$ cat src/hdl/opri_defines.vh
// Constants for the OLED power, reset and init block
`ifndef OPRI_DEFINES_VH
`define OPRI_DEFINES_VH
// ==================================================================
// Register byte offsets
`define OPRI_REG_CTRL 8'h00
`define OPRI_REG_CMD 8'h04
`define OPRI_REG_STAT 8'h08
`define OPRI_REG_WIN 8'h0c
`define OPRI_REG_VIEW 8'h10
`define OPRI_REG_TIME 8'h14
`define OPRI_REG_CUR 8'h18
`define OPRI_REG_RDPTR 8'h1c
// ==================================================================
// Control bit positions
`define OPRI_CTRL_INIT_N 0
`define OPRI_CTRL_HV 1
// ==================================================================
// Reset values and last scan row/column
`define OPRI_RST_COL_START 8'h00
`define OPRI_RST_COL_END 8'h5f
`define OPRI_RST_ROW_START 8'h00
`define OPRI_RST_ROW_END 8'h5f
`define OPRI_RST_FRAME_HZ 8'h5f
`define OPRI_RST_DISCHARGE 8'h08
`define OPRI_RST_PEAK_DELAY 8'h05
`define OPRI_RST_PEAK_WIDTH 8'h05
`define OPRI_RST_CURRENT 8'h00
`define OPRI_LAST_ROW 8'h5f
`define OPRI_LAST_COL 12'h11f
// ==================================================================
// Command codes
`define OPRI_CMD_SOFT_RESET 8'h01
`define OPRI_CMD_DISP_ON_OFF 8'h02
`define OPRI_CMD_MEM_ACCESS 8'h1d
`define OPRI_CMD_STANDBY 8'h14
`define OPRI_CMD_OSC 8'h1a
`define OPRI_CMD_DISCHARGE 8'h18
`define OPRI_CMD_PEAK_DELAY 8'h16
`define OPRI_CMD_COL_START 8'h30
`define OPRI_CMD_COL_END 8'h31
`define OPRI_CMD_ROW_START 8'h32
`define OPRI_CMD_ROW_END 8'h33
`define OPRI_CMD_PEAK_W_R 8'h3a
`define OPRI_CMD_PEAK_W_G 8'h3b
`define OPRI_CMD_PEAK_W_B 8'h3c
`define OPRI_CMD_PRE_R 8'h3d
`define OPRI_CMD_PRE_G 8'h3e
`define OPRI_CMD_PRE_B 8'h3f
`define OPRI_CMD_DRV_R 8'h40
`define OPRI_CMD_DRV_G 8'h41
`define OPRI_CMD_DRV_B 8'h42
`endif

$ cat src/hdl/opri_top.v
// OLED driver power, reset and init state with AXI4-Lite access
// Notes on behaviour
// Host powers up, waits 100ms, then displays
// Host powers down panel, waits 100ms
// Init pin low forces all settings default; the CTRL register bits keep their values
// Reset gives standby, oscillator off, 95Hz
// Column write window resets to 0x00..0x5F
// Row write window resets to 0x00..0x5F
// Direction and increment bits reset zero
// Rows scan ascending through row 95
// Columns shift ascending through column 287
// Visible area resets to 0x00..0x5F
// Read pointers reset to zero
// Discharge resets to 8 clocks
// Peak pulse delay resets to 5
// Peak pulse widths reset to 5
// Precharge and drive currents reset zero
// Host holds init low 100ms, panel off
// Host sends soft reset 0x01/0x00 first
// Host sends memory access 0x1d/0x01
// Host programs window codes 0x30..0x33
// Host turns display on, then panel
// Host resets display after noise corruption
// Panel enable high drives converter on
// Host times waits with a counter
`timescale 1ns/1ns
`default_nettype none
`include "opri_defines.vh"
module opri_top (
  input wire aclk,
  input wire aresetn,
  input wire [7:0] s_axi_awaddr,
  input wire s_axi_awvalid,
  output reg s_axi_awready,
  input wire [31:0] s_axi_wdata,
  input wire [3:0] s_axi_wstrb,
  input wire s_axi_wvalid,
  output reg s_axi_wready,
  output reg [1:0] s_axi_bresp,
  output reg s_axi_bvalid,
  input wire s_axi_bready,
  input wire [7:0] s_axi_araddr,
  input wire s_axi_arvalid,
  output reg s_axi_arready,
  output reg [31:0] s_axi_rdata,
  output reg [1:0] s_axi_rresp,
  output reg s_axi_rvalid,
  input wire s_axi_rready,
  input wire chip_init_n,
  input wire panel_hv_enable,
  output reg panel_hv_on,
  output reg display_on,
  output reg osc_run
);
  // ================================================================
  // Pin synchronisers
  wire init_n_s;
  wire hv_pin_s;
  opri_sync u_sync_init (
    .aclk(aclk),
    .aresetn(aresetn),
    .rst_val(1'b0),
    .d(chip_init_n),
    .q(init_n_s)
  );
  opri_sync u_sync_hv (
    .aclk(aclk),
    .aresetn(aresetn),
    .rst_val(1'b0),
    .d(panel_hv_enable),
    .q(hv_pin_s)
  );

  // ================================================================
  // Settings state
  reg ctrl_init_q, ctrl_hv_q;
  reg standby_q, disp_q, osc_q;
  reg [7:0] frame_q;
  reg [7:0] col_start_q, col_end_q, row_start_q, row_end_q;
  reg mem_dir_hi_q, mem_dir_lo_q, incr_axis_sel_q;
  reg [7:0] view_col_first_q, view_col_last_q;
  reg [7:0] view_row_first_q, view_row_last_q;
  reg [7:0] read_col_ptr_q, read_row_ptr_q;
  reg [7:0] discharge_q, peak_delay_q;
  reg [7:0] peak_w_r_q, peak_w_g_q, peak_w_b_q;
  reg [7:0] pre_r_q, pre_g_q, pre_b_q;
  reg [7:0] drv_r_q, drv_g_q, drv_b_q;
  reg soft_rst_q;

  // Either the pin or software holds the driver in init
  wire init_hold = !init_n_s || !ctrl_init_q || soft_rst_q;

  // ================================================================
  // Scan counters
  wire [7:0] scan_row;
  wire [11:0] scan_col;
  opri_scan u_scan (
    .aclk(aclk),
    .hold(init_hold),
    .run(osc_q && !standby_q),
    .row_q(scan_row),
    .col_q(scan_col)
  );

  // ================================================================
  // AXI4-Lite write path
  reg aw_hold_q, w_hold_q;
  reg [7:0] aw_addr_q;
  reg [31:0] w_data_q;
  reg [3:0] w_strb_q;
  wire wr_fire = aw_hold_q && w_hold_q && !s_axi_bvalid;

  function [7:0] lane_merge;
    input [7:0] old_v;
    input [7:0] new_v;
    input en;
    begin
      lane_merge = en ? new_v : old_v;
    end
  endfunction

  always @(posedge aclk) begin
    if (!aresetn) begin
      s_axi_awready <= 1'b1;
      s_axi_wready <= 1'b1;
      aw_hold_q <= 1'b0;
      w_hold_q <= 1'b0;
      aw_addr_q <= 8'h00;
      w_data_q <= 32'h0000_0000;
      w_strb_q <= 4'h0;
      s_axi_bvalid <= 1'b0;
      s_axi_bresp <= 2'b00;
    end else begin
      if (s_axi_awvalid && s_axi_awready) begin
        aw_hold_q <= 1'b1;
        aw_addr_q <= s_axi_awaddr;
        s_axi_awready <= 1'b0;
      end
      if (s_axi_wvalid && s_axi_wready) begin
        w_hold_q <= 1'b1;
        w_data_q <= s_axi_wdata;
        w_strb_q <= s_axi_wstrb;
        s_axi_wready <= 1'b0;
      end
      if (wr_fire) begin
        aw_hold_q <= 1'b0;
        w_hold_q <= 1'b0;
        s_axi_bvalid <= 1'b1;
        s_axi_bresp <= (aw_addr_q[7:5] != 3'b000) ? 2'b10 : 2'b00;
      end
      if (s_axi_bvalid && s_axi_bready) begin
        s_axi_bvalid <= 1'b0;
        s_axi_awready <= 1'b1;
        s_axi_wready <= 1'b1;
      end
    end
  end

  wire wr_ctrl = wr_fire && aw_addr_q == `OPRI_REG_CTRL;
  wire wr_cmd = wr_fire && aw_addr_q == `OPRI_REG_CMD && w_strb_q[0];
  wire [7:0] cmd_code = w_data_q[15:8];
  wire [7:0] cmd_val = w_data_q[7:0];

  // ================================================================
  // Control register, panel enable and command decode
  always @(posedge aclk) begin
    if (!aresetn) begin
      ctrl_init_q <= 1'b1;
      ctrl_hv_q <= 1'b0;
    end else if (wr_ctrl && w_strb_q[0]) begin
      ctrl_init_q <= w_data_q[`OPRI_CTRL_INIT_N];
      ctrl_hv_q <= w_data_q[`OPRI_CTRL_HV];
    end
  end

  always @(posedge aclk) begin
    if (!aresetn)
      soft_rst_q <= 1'b0;
    else
      soft_rst_q <= wr_cmd && cmd_code == `OPRI_CMD_SOFT_RESET;
  end

  // Code/value pairs land as one word: code in byte 1, value in byte 0
  always @(posedge aclk) begin
    if (!aresetn || init_hold) begin
      standby_q <= 1'b1;
      osc_q <= 1'b0;
      disp_q <= 1'b0;
      frame_q <= `OPRI_RST_FRAME_HZ;
      col_start_q <= `OPRI_RST_COL_START;
      col_end_q <= `OPRI_RST_COL_END;
      row_start_q <= `OPRI_RST_ROW_START;
      row_end_q <= `OPRI_RST_ROW_END;
      mem_dir_hi_q <= 1'b0;
      mem_dir_lo_q <= 1'b0;
      incr_axis_sel_q <= 1'b0;
      view_col_first_q <= `OPRI_RST_COL_START;
      view_col_last_q <= `OPRI_RST_COL_END;
      view_row_first_q <= `OPRI_RST_ROW_START;
      view_row_last_q <= `OPRI_RST_ROW_END;
      read_col_ptr_q <= 8'h00;
      read_row_ptr_q <= 8'h00;
      discharge_q <= `OPRI_RST_DISCHARGE;
      peak_delay_q <= `OPRI_RST_PEAK_DELAY;
      peak_w_r_q <= `OPRI_RST_PEAK_WIDTH;
      peak_w_g_q <= `OPRI_RST_PEAK_WIDTH;
      peak_w_b_q <= `OPRI_RST_PEAK_WIDTH;
      pre_r_q <= `OPRI_RST_CURRENT;
      pre_g_q <= `OPRI_RST_CURRENT;
      pre_b_q <= `OPRI_RST_CURRENT;
      drv_r_q <= `OPRI_RST_CURRENT;
      drv_g_q <= `OPRI_RST_CURRENT;
      drv_b_q <= `OPRI_RST_CURRENT;
    end else if (wr_cmd) begin
      case (cmd_code)
        `OPRI_CMD_DISP_ON_OFF: disp_q <= cmd_val[0];
        `OPRI_CMD_STANDBY: standby_q <= cmd_val[0];
        `OPRI_CMD_OSC: osc_q <= cmd_val[0];
        `OPRI_CMD_MEM_ACCESS: begin
          mem_dir_hi_q <= cmd_val[2];
          mem_dir_lo_q <= cmd_val[1];
          incr_axis_sel_q <= cmd_val[0];
        end
        `OPRI_CMD_COL_START: col_start_q <= cmd_val;
        `OPRI_CMD_COL_END: col_end_q <= cmd_val;
        `OPRI_CMD_ROW_START: row_start_q <= cmd_val;
        `OPRI_CMD_ROW_END: row_end_q <= cmd_val;
        `OPRI_CMD_DISCHARGE: discharge_q <= cmd_val;
        `OPRI_CMD_PEAK_DELAY: peak_delay_q <= cmd_val;
        `OPRI_CMD_PEAK_W_R: peak_w_r_q <= cmd_val;
        `OPRI_CMD_PEAK_W_G: peak_w_g_q <= cmd_val;
        `OPRI_CMD_PEAK_W_B: peak_w_b_q <= cmd_val;
        `OPRI_CMD_PRE_R: pre_r_q <= cmd_val;
        `OPRI_CMD_PRE_G: pre_g_q <= cmd_val;
        `OPRI_CMD_PRE_B: pre_b_q <= cmd_val;
        `OPRI_CMD_DRV_R: drv_r_q <= cmd_val;
        `OPRI_CMD_DRV_G: drv_g_q <= cmd_val;
        `OPRI_CMD_DRV_B: drv_b_q <= cmd_val;
        default: disp_q <= disp_q;
      endcase
    end
  end

  // ================================================================
  // Pin outputs
  always @(posedge aclk) begin
    if (!aresetn) begin
      panel_hv_on <= 1'b0;
      display_on <= 1'b0;
      osc_run <= 1'b0;
    end else begin
      panel_hv_on <= hv_pin_s || ctrl_hv_q;
      display_on <= disp_q && !standby_q;
      osc_run <= osc_q;
    end
  end

  // ================================================================
  // AXI4-Lite read path
  reg [31:0] rd_mux;
  always @* begin
    rd_mux = 32'h0000_0000;
    case (s_axi_araddr)
      `OPRI_REG_CTRL: rd_mux = {30'h0, ctrl_hv_q, ctrl_init_q};
      `OPRI_REG_CMD: rd_mux = 32'h0000_0000;
      // Column count stops at 287, so ten bits carry it in full
      `OPRI_REG_STAT: rd_mux = {scan_col[9:0], scan_row, frame_q[6:0],
        incr_axis_sel_q, mem_dir_lo_q, mem_dir_hi_q,
        init_hold, standby_q, osc_q, disp_q};
      `OPRI_REG_WIN: rd_mux = {row_end_q, row_start_q, col_end_q,
        col_start_q};
      `OPRI_REG_VIEW: rd_mux = {view_row_last_q, view_row_first_q,
        view_col_last_q, view_col_first_q};
      `OPRI_REG_TIME: rd_mux = {peak_w_b_q, peak_w_g_q ^ peak_w_r_q ^
        peak_w_r_q, peak_delay_q, discharge_q};
      `OPRI_REG_CUR: rd_mux = {8'h00, pre_b_q ^ drv_b_q,
        pre_g_q ^ drv_g_q, pre_r_q ^ drv_r_q};
      `OPRI_REG_RDPTR: rd_mux = {16'h0000, read_row_ptr_q,
        read_col_ptr_q};
      default: rd_mux = 32'h0000_0000;
    endcase
  end

  always @(posedge aclk) begin
    if (!aresetn) begin
      s_axi_arready <= 1'b1;
      s_axi_rvalid <= 1'b0;
      s_axi_rdata <= 32'h0000_0000;
      s_axi_rresp <= 2'b00;
    end else if (s_axi_arvalid && s_axi_arready) begin
      s_axi_arready <= 1'b0;
      s_axi_rvalid <= 1'b1;
      s_axi_rdata <= rd_mux;
      s_axi_rresp <= (s_axi_araddr[7:5] != 3'b000) ? 2'b10 : 2'b00;
    end else if (s_axi_rvalid && s_axi_rready) begin
      s_axi_rvalid <= 1'b0;
      s_axi_arready <= 1'b1;
    end
  end
endmodule
`default_nettype wire

$ cat src/hdl/opri_sync.v
// Two-stage synchroniser for a pin level
`timescale 1ns/1ns
`default_nettype none
module opri_sync (
  input wire aclk,
  input wire aresetn,
  input wire rst_val,
  input wire d,
  output reg q
);
  reg meta_q;
  // Reset takes a constant per stage
  always @(posedge aclk) begin
    if (!aresetn) begin
      meta_q <= rst_val;
      q <= rst_val;
    end else begin
      meta_q <= d;
      q <= meta_q;
    end
  end
endmodule
`default_nettype wire

$ cat src/hdl/opri_scan.v
// Row and column scan counters
`timescale 1ns/1ns
`default_nettype none
`include "opri_defines.vh"
module opri_scan (
  input wire aclk,
  input wire hold,
  input wire run,
  output reg [7:0] row_q,
  output reg [11:0] col_q
);
  // Ascending scan, restarting at zero
  always @(posedge aclk) begin
    if (hold || !run) begin
      row_q <= 8'h00;
      col_q <= 12'h000;
    end else if (col_q == `OPRI_LAST_COL) begin
      col_q <= 12'h000;
      row_q <= (row_q == `OPRI_LAST_ROW) ? 8'h00 : row_q + 8'h01;
    end else begin
      col_q <= col_q + 12'h001;
    end
  end
endmodule
`default_nettype wire

$ cat config.mk
export PLATFORM = sky130hd
export DESIGN_NAME = opri_top
export DESIGN_NICKNAME = d
export VERILOG_FILES = /design/src/hdl/opri_top.v /design/src/hdl/opri_sync.v /design/src/hdl/opri_scan.v
export VERILOG_INCLUDE_DIRS = /design/src /design/src/hdl
export SDC_FILE = /design/constraint.sdc
export NUM_CORES = 1
export LEC_CHECK = 0
export BUFFER_PORTS_ARGS = -buffer_cell sky130_fd_sc_hd__buf_4
export CAP_MARGIN = 10
export CORE_ASPECT_RATIO = 0.8
export CORE_MARGIN = 3
export CORE_UTILIZATION = 35
export CTS_BUF_LIST = sky130_fd_sc_hd__clkbuf_2
export CTS_CLUSTER_SIZE = 12
export DETAILED_ROUTE_END_ITERATION = 8
export GPL_ROUTABILITY_DRIVEN = 0
export RECOVER_POWER = 25
export SLEW_MARGIN = 25
export SYNTH_ARGS = -nofsm -noshare
export SYNTH_HDL_FRONTEND = slang
export SYNTH_SLANG_ARGS = --single-unit
export TNS_END_PERCENT = 50
$ cat constraint.sdc
create_clock -name aclk -period 3.8 [get_ports aclk]
set_clock_uncertainty 0.05 [all_clocks]
set_input_delay 0.95 -clock aclk [delete_from_list [all_inputs] [get_ports aclk]]
set_output_delay 0.95 -clock aclk [all_outputs]
set_load 0.02 [all_outputs]
======== Word level (Yosys, flattened, before mapping) ========
Cells that the tools add are included.
storage, ports and cells
  flip-flop bits (word level) ............. 224
  bits of input ports ..................... 61
  output and inout bits ................... 44
  word-level logic and storage cells ...... 142
operators by class
  add/sub/neg operators ................... 2
  equal/unequal tests ..................... 28
  multiplexer cells ....................... 8
  bitwise gates (word level) .............. 6
  reduce and logical (&&, ||, !) cells .... 52
operators with widths
  kind                     number
  $pmux W32 S6             1
  $eq A8 B6 Y1 const B     10
  $eq A8 B5 Y1 const B     8
  $xor A8 B8 Y8            5
  $reduce_and A2 Y1        19
  $eq A8 B7 Y1 const B     4
  $eq A8 B4 Y1 const B     2
  $logic_not A8 Y1         2
  $logic_and A1 B1 Y1      14
  $add A12 B1 Y12 const B  1
  $eq A12 B9 Y1 const B    1
  $add A8 B1 Y8 const B    1
  $eq A8 B1 Y1 const B     1
  $eq A8 B2 Y1 const B     1
  $eq A8 B3 Y1 const B     1
  $mux W8                  1
  $logic_not A1 Y1         6
  $reduce_bool A3 Y1       2
  $reduce_or A2 Y1         3
  $logic_or A1 B1 Y1       5
  $mux W1                  4
  $mux W2                  2
  $reduce_bool A2 Y1       1
  $not A1 Y1               1

======== Depth between registers and ports, before layout ========
Gate-level depths: netlist (run 1).
  word-level depth ........................ 5
  depth in mapped cells ................... 7
  gate-level depth less buffers ........... 5

======== Cells and area by module ========
Synthesis (run 1) repeated with hierarchy kept, for this count alone.
second synthesis, totals
  cells, all modules ...................... 1006
  area total of the unflattened synthesis .. 9414.0 sq um
by module, submodules not included
  module     instances  cells each  area each (sq um)  sequential area each (sq um)
  opri_top   1          891         8344.3             3803.6
  opri_scan  1          107         944.7              400.4
  opri_sync  2          4           62.6               40.0

======== Worst setup path after synthesis (run 1) ========
No wires, ideal clock.
  path kind ............................... input to register
  start ................................... in s_axi_araddr[4]
  end ..................................... reg s_axi_rdata[24]
  library setup time ...................... 0.061 ns
  arrival time ............................ 2.256 ns
  required time ........................... 3.689 ns
  path slack .............................. 1.433 ns
  cell stages on the path ................. 7
  path buffers ............................ 3
  cells stage by stage .................... buf_2 -> nand2b_1 -> buf_2 -> or3_1 -> clkbuf_1 -> o22ai_1 -> a32o_1
on the way
  longest elaborated chain between the ends .. 2
  elaborated cells between the ends (all ways) .. 7
  those cells by class .................... eq/ne (5); mux (1); reduce/logical (1)
RTL lines
  item                                        RTL line        text
  from (decl)                                 opri_top.v:42   input wire [7:0] s_axi_araddr,
  $eq A8 B5 Y1, or another cell as far along  opri_top.v:263  case (s_axi_araddr)
  $pmux W32 S6 (*)                            opri_top.v:263
  to (signal assigned)                        opri_top.v:293  s_axi_rdata <= rd_mux;
  to (decl)                                   opri_top.v:45   output reg [31:0] s_axi_rdata,
Every way passes the cells marked *; elsewhere a longest branch is shown, timed or not.
A chain may end at the register's enable or synchronous reset.

======== Final worst setup path (run 1) ========
  start ................................... in aresetn
  end ..................................... reg pre_g_q[6]
on the way
  longest elaborated chain between the ends .. 2
RTL lines
  item                  RTL line        text
  from (decl)           opri_top.v:31   input wire aresetn,
  $logic_not A1 Y1      -
  $logic_or A1 B1 Y1    opri_top.v:185  if (!aresetn || init_hold) begin
  to (signal assigned)  opri_top.v:209  pre_g_q <= `OPRI_RST_CURRENT;
  to (signal assigned)  opri_top.v:234  `OPRI_CMD_PRE_G: pre_g_q <= cmd_val;
  to (decl)             opri_top.v:86   reg [7:0] pre_r_q, pre_g_q, pre_b_q;
Every way passes these cells.

==> results.sh, run 1 <==
export IMPL_maxCapViolCount=0
export IMPL_slew_headroom_pct=2.56
export IMPL_hold_path_class="in2reg"
export IMPL_tritoncts="yes"
export IMPL_p_int_w=0.00295
export IMPL_drive_gt1_share_pct=19.0
export IMPL_nFillCells=2616
export IMPL_syn_avg_cell_area_um2=9.58
export IMPL_grt_max_degree=52
export IMPL_htreeDepth=2
export IMPL_grt_setup_unrepaired="no"
export IMPL_cts_sinks=214
export IMPL_post_dp_hpwl_mm=16.7
export IMPL_final_min_period_over_clock_period_pct=74.2
export IMPL_p_per_area_mw_per_mm2=378
export IMPL_via_per_inst=5.04
export IMPL_switchingPower_w=0.00108
export IMPL_die_h_um=152
export IMPL_fin_crit_ps=2820
export IMPL_grt_first_pass_wirelength_mm=39.1
export IMPL_slew_violations=0
export IMPL_required_ps=4470
export IMPL_worst_setup_path_start_kind="input pin"
export IMPL_comb_power_share_pct=5.7
export IMPL_ctsRootBufferMaster="clkbuf_2"
export IMPL_ys_seq_area_share_pct=45.9
export IMPL_ios=105
export IMPL_cts_hold_buf=0
export IMPL_grt_pass1_vias=7036
export IMPL_synth_edff_count=0
export IMPL_start_util_pct=36.2
export IMPL_clkPwrFrac_pct=37.3
export IMPL_ir_worst_vdd_v=0.000145
export IMPL_worstMarginPinSlew_ps=1460
export IMPL_synthFlopType="dfxtp_1"
export IMPL_fmax_ghz=0.355
export IMPL_multi_input_area_mm2=0.00477
export IMPL_drt_first_pass_iters=4
export IMPL_ys_types=58
export IMPL_leakagePower_nw=4.82
export IMPL_path_clk_slew_ps=110
export IMPL_post_cts_buffers=0
export IMPL_setup_viol=0
export IMPL_wl_mm=24.8
export IMPL_post_route_util_pct=41.4
export IMPL_status="completed"
export IMPL_drc=0
export IMPL_nNetsFinal=1126
export IMPL_ctsResizeCount=0
export IMPL_synthArstFlopShare_pct=0
export IMPL_port_buffers=83
export IMPL_post_route_cell_area_mm2=0.0107
export IMPL_avgRoutedWirePerCell_um=17.1
export IMPL_finalHoldViolCount=0
export IMPL_cp_max_fo=45
export IMPL_die_area_mm2=0.0287
export IMPL_rows=52
export IMPL_drt_iter0_drc=538
export IMPL_overflow=0
export IMPL_area_delta_synth_final_pct=14.5
export IMPL_cp_end_kind="register"
export IMPL_share_seq_of_total_power_pct=57.0
export IMPL_antenna_found_initial=1
export IMPL_grt_total_usage_pct=17.0
export IMPL_placed_area_mm2=0.0102
export IMPL_ff_latch_area_mm2=0.00428
export IMPL_worstPathArrival_ps=3490
export IMPL_clkLatencyLatePin_ps=820
export IMPL_finalSetupTns_ps=0
export IMPL_core_mm2=0.0258
export IMPL_final_antenna_net_count=0
export IMPL_synth_cells=974
export IMPL_path_class="in2reg"
export IMPL_ys_warn_count=0
export IMPL_die_w_um=189
export IMPL_synth_area_mm2=0.00933
export IMPL_vias=7302
export IMPL_cts_path_max_buffers=3
export IMPL_ys_ff_latch=214
export IMPL_swShare_pct=26.7
export IMPL_cts_buffers=53
[worst max-delay path: stages]
cell and delay (ps):
clkbuf_1 590, and2_0 650, buf_4 510, nand2_1 480, mux2i_1 290
[layout by cell type, fill, tap and decap left out, types with 7 or more instances in the layout]
master | netlist | final
nand4_1 | 8 | 8
and3_1 | 7 | 7
xor2_1 | 28 | 28
nand2_1 | 177 | 177
a21boi_0 | 27 | 27
nor3_1 | 8 | 8
dfxtp_1 | 214 | 214
nand3_1 | 20 | 20
nand2b_1 | 10 | 10
nor2_1 | 55 | 55
mux2i_1 | 131 | 131
clkbuf_2 | 0 | 77
xnor2_1 | 9 | 9
clkinv_1 | 0 | 12
o21ai_0 | 37 | 37
buf_4 | 2 | 90
nand4_4 | 9 | 9
o22ai_1 | 9 | 9
nor2b_1 | 17 | 16
mux2_2 | 13 | 13
a21oi_1 | 9 | 9
a22oi_1 | 42 | 42
[cell families (layout without fill, tap and decap cells)]
family                   after synthesis  in the layout  synth area share [%]
adder cells (fa/ha/maj)                2              2                 0.268
AO/OA/AOI/OAI                        144            144                  10.5
XOR/XNOR                              37             37                  3.47
other                                  1              3                0.0402
multiplexers                         144            144                  15.6
flip-flops                           214            214                  45.9
AND/OR/NAND/NOR                      363            363                  21.0
buffers and inverters                 69            192                  3.11
[layer usage]
layer	GRT usage [%]	part of all wire, %
met3	3.85	5.0
met5	0	0
met1	24.5	50
met2	25.2	43
met4	5.49	2.1
[worst paths after layout]
path / to / slack (ps) / cells past startpoint / start
max reg2reg: pre_g_q[6] / 1130 / 5 / ctrl_init_q
min: s_axi_wready / 280 / 2 / s_axi_wvalid
min reg2reg: panel_hv_on / 400 / 1 / u_sync_hv.q
max: pre_g_q[6] / 980 / 5 / aresetn
[stage by stage]
step           total power [W]  hold WS, ps  cells  setup slack (ps)
2_1_floorplan          0.00249          355    975              1430
3_3_place_gp           0.00258          364   1359              1070
3_5_place_dp           0.00258          376   1359              1030
4_1_cts                0.00409          186   1449              1090
5_1_grt                0.00424          239   1450               780
6_report               0.00403          282   1450               980
[power by group through the flow]
stage / logic (W) / registers [W] / clock network [W]
4_1_cts: 0.000233 / 0.00230 / 0.00156
3_5_place_dp: 0.000232 / 0.00235 / 0
3_3_place_gp: 0.000231 / 0.00235 / 0
2_1_floorplan: 0.000144 / 0.00234 / 0
6_report: 0.000229 / 0.00230 / 0.00151
5_1_grt: 0.000251 / 0.00230 / 0.00168
[sequential cells by signal, summed over array words and instances, names as in the netlist, 8 cells and up]
| signal | cells |
|---|---|
| u_scan.row_q | 8 |
| drv_g_q | 8 |
| peak_w_b_q | 8 |
| col_end_q | 8 |
| row_start_q | 8 |
| pre_b_q | 8 |
| peak_delay_q | 8 |
| pre_g_q | 8 |
| discharge_q | 8 |
| pre_r_q | 8 |
| aw_addr_q | 8 |
| peak_w_g_q | 8 |
| drv_r_q | 8 |
| s_axi_rdata | 32 |
| row_end_q | 8 |
| col_start_q | 8 |
| drv_b_q | 8 |
| u_scan.col_q | 12 |
| w_data_q | 16 |
[area by class of cell]
class                      instances  share of cell area [%]
inverter                           6                   0.211
multi-input combinational        692                    44.7
timing repair buffer              96                    6.55
antenna                            1                  0.0234
tap                              351                    4.11
clock inverter                    14                   0.750
clock buffer                      76                    3.56
sequential                       214                    40.1
[synthesized netlist by cell type, types with 9 or more instances]
master | number | area, um^2
clkbuf_1 | 49 | 184
xor2_1 | 28 | 245
o22ai_1 | 9 | 56.3
nand3_1 | 20 | 100
a21oi_1 | 9 | 45.0
o21ai_0 | 37 | 185
nand4_4 | 9 | 191
nor2_1 | 55 | 206
xnor2_1 | 9 | 78.8
mux2i_1 | 131 | 1310
a22oi_1 | 42 | 315
nand2b_1 | 10 | 62.6
dfxtp_1 | 214 | 4280
mux2_2 | 13 | 146
nand2_1 | 177 | 664
a21boi_0 | 27 | 203
nor2b_1 | 17 | 106
Power figures use the tool's default switching activity.
==> run 2, diff against run 1 <==
==> constraint.sdc (replaced) <==
create_clock -name aclk -period 2.38 [get_ports aclk]
set_clock_uncertainty 0.05 [all_clocks]
set_input_delay 0.595 -clock aclk [delete_from_list [all_inputs] [get_ports aclk]]
set_output_delay 0.595 -clock aclk [all_outputs]
set_load 0.02 [all_outputs]
==> run 2 against run 1 <==
Against the previous run:
- combinational power rose by 93%
- count of clock-buffer cells in the layout shrank 3
- worst setup slack got worse by 710 ps
- clock power increased by 52%
- non-clock buffer count increased by 51
- critical endpoint is now peak_delay_q[6]
- highest routed layer unchanged
==> results.sh, run 2 (synthesis gave the netlist of run 1 again) <==
export IMPL_share_seq_of_total_power_pct=57.2
export IMPL_drt_first_pass_iters=5
export IMPL_setup_viol=0
export IMPL_antenna_found_initial=1
export IMPL_drc=0
export IMPL_clkPwrFrac_pct=35.8
export IMPL_final_common_cell="dfxtp_1"
export IMPL_slew_violations=0
export IMPL_tritoncts="yes"
export IMPL_area_delta_synth_final_pct=19.9
export IMPL_grt_pass1_vias=7158
export IMPL_switchingPower_w=0.00167
export IMPL_post_cts_buffers=0
export IMPL_ir_worst_vdd_v=0.000204
export IMPL_grt_first_pass_wirelength_mm=40.4
export IMPL_via_per_inst=4.91
export IMPL_cp_max_fo=8
export IMPL_grt_setup_unrepaired="no"
export IMPL_path_class="reg2reg"
export IMPL_most_common_layout_cells="dfxtp_1 (214), nand2_1 (177), mux2i_1 (131)"
export IMPL_finalSetupTns_ps=0
export IMPL_min_path_cells=3
export IMPL_cts_sinks=214
export IMPL_cp_end_kind="register"
export IMPL_fin_crit_ps=2110
export IMPL_die_w_um=189
export IMPL_start_util_pct=36.2
export IMPL_overflow=0
export IMPL_holdWs_ps=89.5
export IMPL_path_clk_slew_ps=110
export IMPL_drt_iter0_drc=404
export IMPL_cts_path_max_buffers=3
export IMPL_reg_top3="s_axi_rdata (32), w_data_q (16), u_scan.col_q (12)"
export IMPL_clkLatencyLatePin_ps=810
export IMPL_largest_reg_flops=32
export IMPL_r2r_cells=4
export IMPL_worst_setup_path_start_kind="register"
export IMPL_core_mm2=0.0258
export IMPL_slew_headroom_pct=31.8
export IMPL_status="completed"
export IMPL_final_min_period_over_clock_period_pct=88.7
export IMPL_post_dp_hpwl_mm=17.1
export IMPL_top_register="s_axi_rdata"
export IMPL_vias=7323
export IMPL_finalHoldViolCount=0
export IMPL_hold_path_class="in2reg"
export IMPL_worstPathArrival_ps=2690
export IMPL_ios=105
export IMPL_maxCapViolCount=0
export IMPL_grt_max_degree=56
export IMPL_drive_gt1_share_pct=19.8
export IMPL_port_buffers=83
export IMPL_fmax_ghz=0.474
export IMPL_die_h_um=152
export IMPL_final_antenna_net_count=0
export IMPL_swShare_pct=26.1
export IMPL_cts_buffers=54
export IMPL_p_int_w=0.00473
export IMPL_worstMarginPinSlew_ps=1020
export IMPL_rows=52
export IMPL_avgRoutedWirePerCell_um=16.8
export IMPL_p_per_area_mw_per_mm2=572
export IMPL_grt_total_usage_pct=17.6
export IMPL_wl_mm=25.1
export IMPL_comb_power_share_pct=6.9
export IMPL_leakagePower_nw=5.05
export IMPL_die_area_mm2=0.0287
export IMPL_required_ps=2960
export IMPL_ctsResizeCount=0
export IMPL_ctsRootBufferMaster="clkbuf_2"
export IMPL_htreeDepth=2
export IMPL_nNetsFinal=1178
run 2: cell count changes in the layout (fill, tap and decap cells not counted), sizes merged:
cell / change
buf: +19
clkbuf: -3
clkinv: -7
dlygate4sd3: +32
run 2: worst paths after layout:
path                           to  slack (ps)              from
setup / recovery  peak_delay_q[6]         270      s_axi_bvalid
hold reg to reg       u_sync_hv.q         390  u_sync_hv.meta_q
hold / removal      s_axi_arready          90      s_axi_rready
setup reg to reg  peak_delay_q[6]         270      s_axi_bvalid
run 2: layout make-up:
type / instances / area [um^2]
flip-flops and latches: 214 / 4280
fillers: 2583 / 14600
diodes: 1 / 2.50
repair buffers: 147 / 1240
inverters: 6 / 22.5
well taps: 351 / 439
clock buffers: 73 / 365
multi-input cells: 692 / 4770
clock inverters: 7 / 52.6
run 2: critical path: stages, from the launching register on:
cell      delay, ps
dfxtp_1         370
nand3b_1        400
nor4_4          620
nand3_4         300
mux2i_1         190
run 2: through the flow:
step	util [%]	power [W]	std cells	setup WS [ps]	instance area (um^2)
floorplan	-	0.00397	975	368	9330
global placement	40.6	0.00414	1378	166	10500
detailed placement	40.6	0.00414	1378	129	10500
CTS	43.4	0.00650	1490	191	11200
global route	43.4	0.00673	1491	141	11200
finish	43.4	0.00640	1491	270	11200
run 2: metal layers:
metal / share of wire, % / vias to the layer above / global-route usage (%)
li1: - / 3692 / -
met5: 0 / - / 0
met2: 44 / 151 / 27.0
met4: 1.5 / 0 / 5.21
met3: 3.9 / 39 / 2.88
met1: 51 / 3441 / 25.4
run 2: what timing repair did:
item                                   CTS  global route
setup endpoints to repair                0             0
hold buffers                            32             0
endpoints found under the hold margin   30             0
run 2: power by group through the flow:
stage / Sequential (W) / Clock (W) / Combinational [W]
6_report: 0.00366 / 0.00229 / 0.000443
5_1_grt: 0.00367 / 0.00257 / 0.000485
4_1_cts: 0.00366 / 0.00240 / 0.000444
3_5_place_dp: 0.00374 / 0 / 0.000401
3_3_place_gp: 0.00374 / 0 / 0.000398
2_1_floorplan: 0.00374 / 0 / 0.000230
==> run 3, diff against run 2 <==
--- a/config.mk
+++ b/config.mk
@@ -15,6 +15,8 @@
 export CTS_CLUSTER_SIZE = 12
 export DETAILED_ROUTE_END_ITERATION = 8
 export GPL_ROUTABILITY_DRIVEN = 0
+export MAX_ROUTING_LAYER = met4
+export PLACE_DENSITY = 0.62
 export RECOVER_POWER = 25
 export SLEW_MARGIN = 25
 export SYNTH_ARGS = -nofsm -noshare
==> run 3 against run 2 <==
Against the previous run:
- sequential share of layout area is 0.077 points lower
- cell area grew 0.20%
- cell count rose by 1.0%
- non-clock buffer count up 5
- critical path depth increased by 2
- hold slack improved by 21 ps
- register-to-register slack improved by 40 ps
- critical endpoint is now s_axi_awready
- largest cell class unchanged
- highest routed layer unchanged
==> results.sh, run 3 (synthesis gave the netlist of run 1 again) <==
export IMPL_most_common_layout_cells="dfxtp_1 (214), nand2_1 (177), mux2i_1 (131)"
export IMPL_top_register="s_axi_rdata"
export IMPL_antenna_found_initial=1
export IMPL_share_seq_of_total_power_pct=57.0
export IMPL_cp_end_kind="register"
export IMPL_path_clk_slew_ps=100
export IMPL_cts_path_max_buffers=3
export IMPL_fin_crit_ps=2110
export IMPL_via_per_inst=4.99
export IMPL_top_usage_layer="met2"
export IMPL_slew_headroom_pct=43.1
export IMPL_slew_violations=0
export IMPL_use_met3_pct=3.69
export IMPL_wl_mm=25.0
export IMPL_tritoncts="yes"
export IMPL_die_h_um=152
export IMPL_finalHoldViolCount=0
export IMPL_reg2reg_slack_ps=310
export IMPL_worstPathArrival_ps=2750
export IMPL_status="completed"
export IMPL_switchingPower_w=0.00172
export IMPL_p_int_w=0.00469
export IMPL_avgRoutedWirePerCell_um=16.6
export IMPL_port_buffers=83
export IMPL_grt_use_met2_pct=27.4
export IMPL_reg_top3="s_axi_rdata (32), w_data_q (16), u_scan.col_q (12)"
export IMPL_grt_total_usage_pct=18.0
export IMPL_core_mm2=0.0258
export IMPL_drt_first_pass_iters=4
export IMPL_die_w_um=189
export IMPL_htreeDepth=2
export IMPL_required_ps=3030
export IMPL_cts_buffers=54
export IMPL_die_area_mm2=0.0287
export IMPL_final_common_cell="dfxtp_1"
export IMPL_ios=105
export IMPL_vias=7517
export IMPL_ctsRootBufferMaster="clkbuf_2"
export IMPL_ir_worst_vdd_v=0.000203
export IMPL_clkLatencyLatePin_ps=810
export IMPL_drc=0
export IMPL_largest_reg_flops=32
export IMPL_start_util_pct=36.2
export IMPL_rr_startpoint="aw_addr_q[0]"
export IMPL_crit_chain="dlygate4sd3_1 > buf_4 > buf_4 > a21boi_0 > o21ai_0 > dlygate4sd3_1"
export IMPL_maxCapViolCount=0
export IMPL_drive_gt1_share_pct=20.5
export IMPL_finalSetupTns_ps=0
export IMPL_final_antenna_net_count=0
export IMPL_drt_iter0_drc=421
export IMPL_hold_path_class="in2reg"
export IMPL_cpPeakStageDelay_ps=580
export IMPL_area_delta_synth_final_pct=20.1
export IMPL_post_dp_hpwl_mm=17.3
export IMPL_rows=52
export IMPL_fmax_ghz=0.475
export IMPL_grt_max_degree=51
export IMPL_grt_first_pass_wirelength_mm=40.6
export IMPL_cp_startpoint="aresetn"
export IMPL_post_cts_buffers=0
export IMPL_ctsResizeCount=0
export IMPL_cts_hold_buf=33
export IMPL_path_class="in2reg"
export IMPL_nFillCells=2606
export IMPL_comb_power_share_pct=6.8
export IMPL_setup_viol=0
export IMPL_placed_area_mm2=0.0104
export IMPL_worst_setup_path_start_kind="input pin"
export IMPL_leakagePower_nw=5.08
export IMPL_crit_slowest_cell="dlygate4sd3_1"
export IMPL_holdWs_ps=110
export IMPL_worstMarginPinSlew_ps=853
export IMPL_cp_max_fo=50
export IMPL_post_route_cell_area_mm2=0.0112
export IMPL_grt_pass1_vias=7425
export IMPL_r2r_cells=4
export IMPL_nNetsFinal=1183
export IMPL_met1_usage_pct=24.3
export IMPL_cts_sinks=214
export IMPL_swShare_pct=26.8
export IMPL_final_min_period_over_clock_period_pct=88.5
export IMPL_crit_path_end="s_axi_awready"
export IMPL_grt_setup_unrepaired="no"
export IMPL_clkPwrFrac_pct=36.1
export IMPL_p_per_area_mw_per_mm2=573
export IMPL_overflow=0
export IMPL_preCtsSetupSlack_ps=168
export IMPL_worst_slack_ps=273
export IMPL_r2r_end="ctrl_hv_q"
## run 3: changes by cell type in the layout (fill, tap and decap cells not counted), sizes merged
cell | previous run | this run
clkinvlp | 0 | 1
clkinv | 6 | 9
bufinv | 1 | 0
inv | 6 | 7
clkbuf | 79 | 85
dlygate4sd3 | 32 | 34
buf | 109 | 112
## run 3: critical path: cells and delay by family
family,cells,cell delay [ps]
buffers and inverters,4,1650
AO/OA/AOI/OAI,2,480
## run 3: metrics by stage
step / cells / util, % / power (W)
floorplan: 975 / - / 0.00397
global placement: 1381 / 40.5 / 0.00414
detailed placement: 1381 / 40.5 / 0.00414
CTS: 1504 / 43.5 / 0.00652
global route: 1506 / 43.5 / 0.00678
finish: 1506 / 43.5 / 0.00642
## run 3: layer usage
layer / up-vias / part of all wire [%] / wire [um]
met1: 3595 / 48 / 12100
met5: - / 0 / 0
met4: 0 / 1.4 / 360
met2: 170 / 45 / 11300
met3: 31 / 5.0 / 1260
li1: 3721 / - / -
## run 3: worst min-delay path by stage
stage	startpoint	to	slack (ps)	cells after the start
floorplan	u_sync_hv.q	panel_hv_on	360	1
global placement	u_sync_hv.q	panel_hv_on	360	1
detailed placement	u_sync_hv.q	panel_hv_on	370	1
CTS	aresetn	display_on	20	2
global route	s_axi_araddr[6]	s_axi_rdata[12]	40	4
finish	s_axi_araddr[7]	s_axi_rdata[12]	110	4
## run 3: layout make-up
cell class	instances	area, um^2	area share (%)
well taps	351	439	3.92
repair buffers	152	1240	11.1
clock buffers	79	395	3.53
flip-flops and latches	214	4280	38.2
multi-input cells	692	4770	42.6
inverters	6	22.5	0.201
clock inverters	11	47.5	0.424
diodes	1	2.50	0.0223
## run 3: power groups by stage
stage          clock network (W)  logic [W]  registers [W]
2_1_floorplan                  0   0.000230        0.00374
3_3_place_gp                   0   0.000394        0.00374
3_5_place_dp                   0   0.000397        0.00374
4_1_cts                  0.00242   0.000442        0.00366
5_1_grt                  0.00263   0.000484        0.00367
6_report                 0.00232   0.000439        0.00366
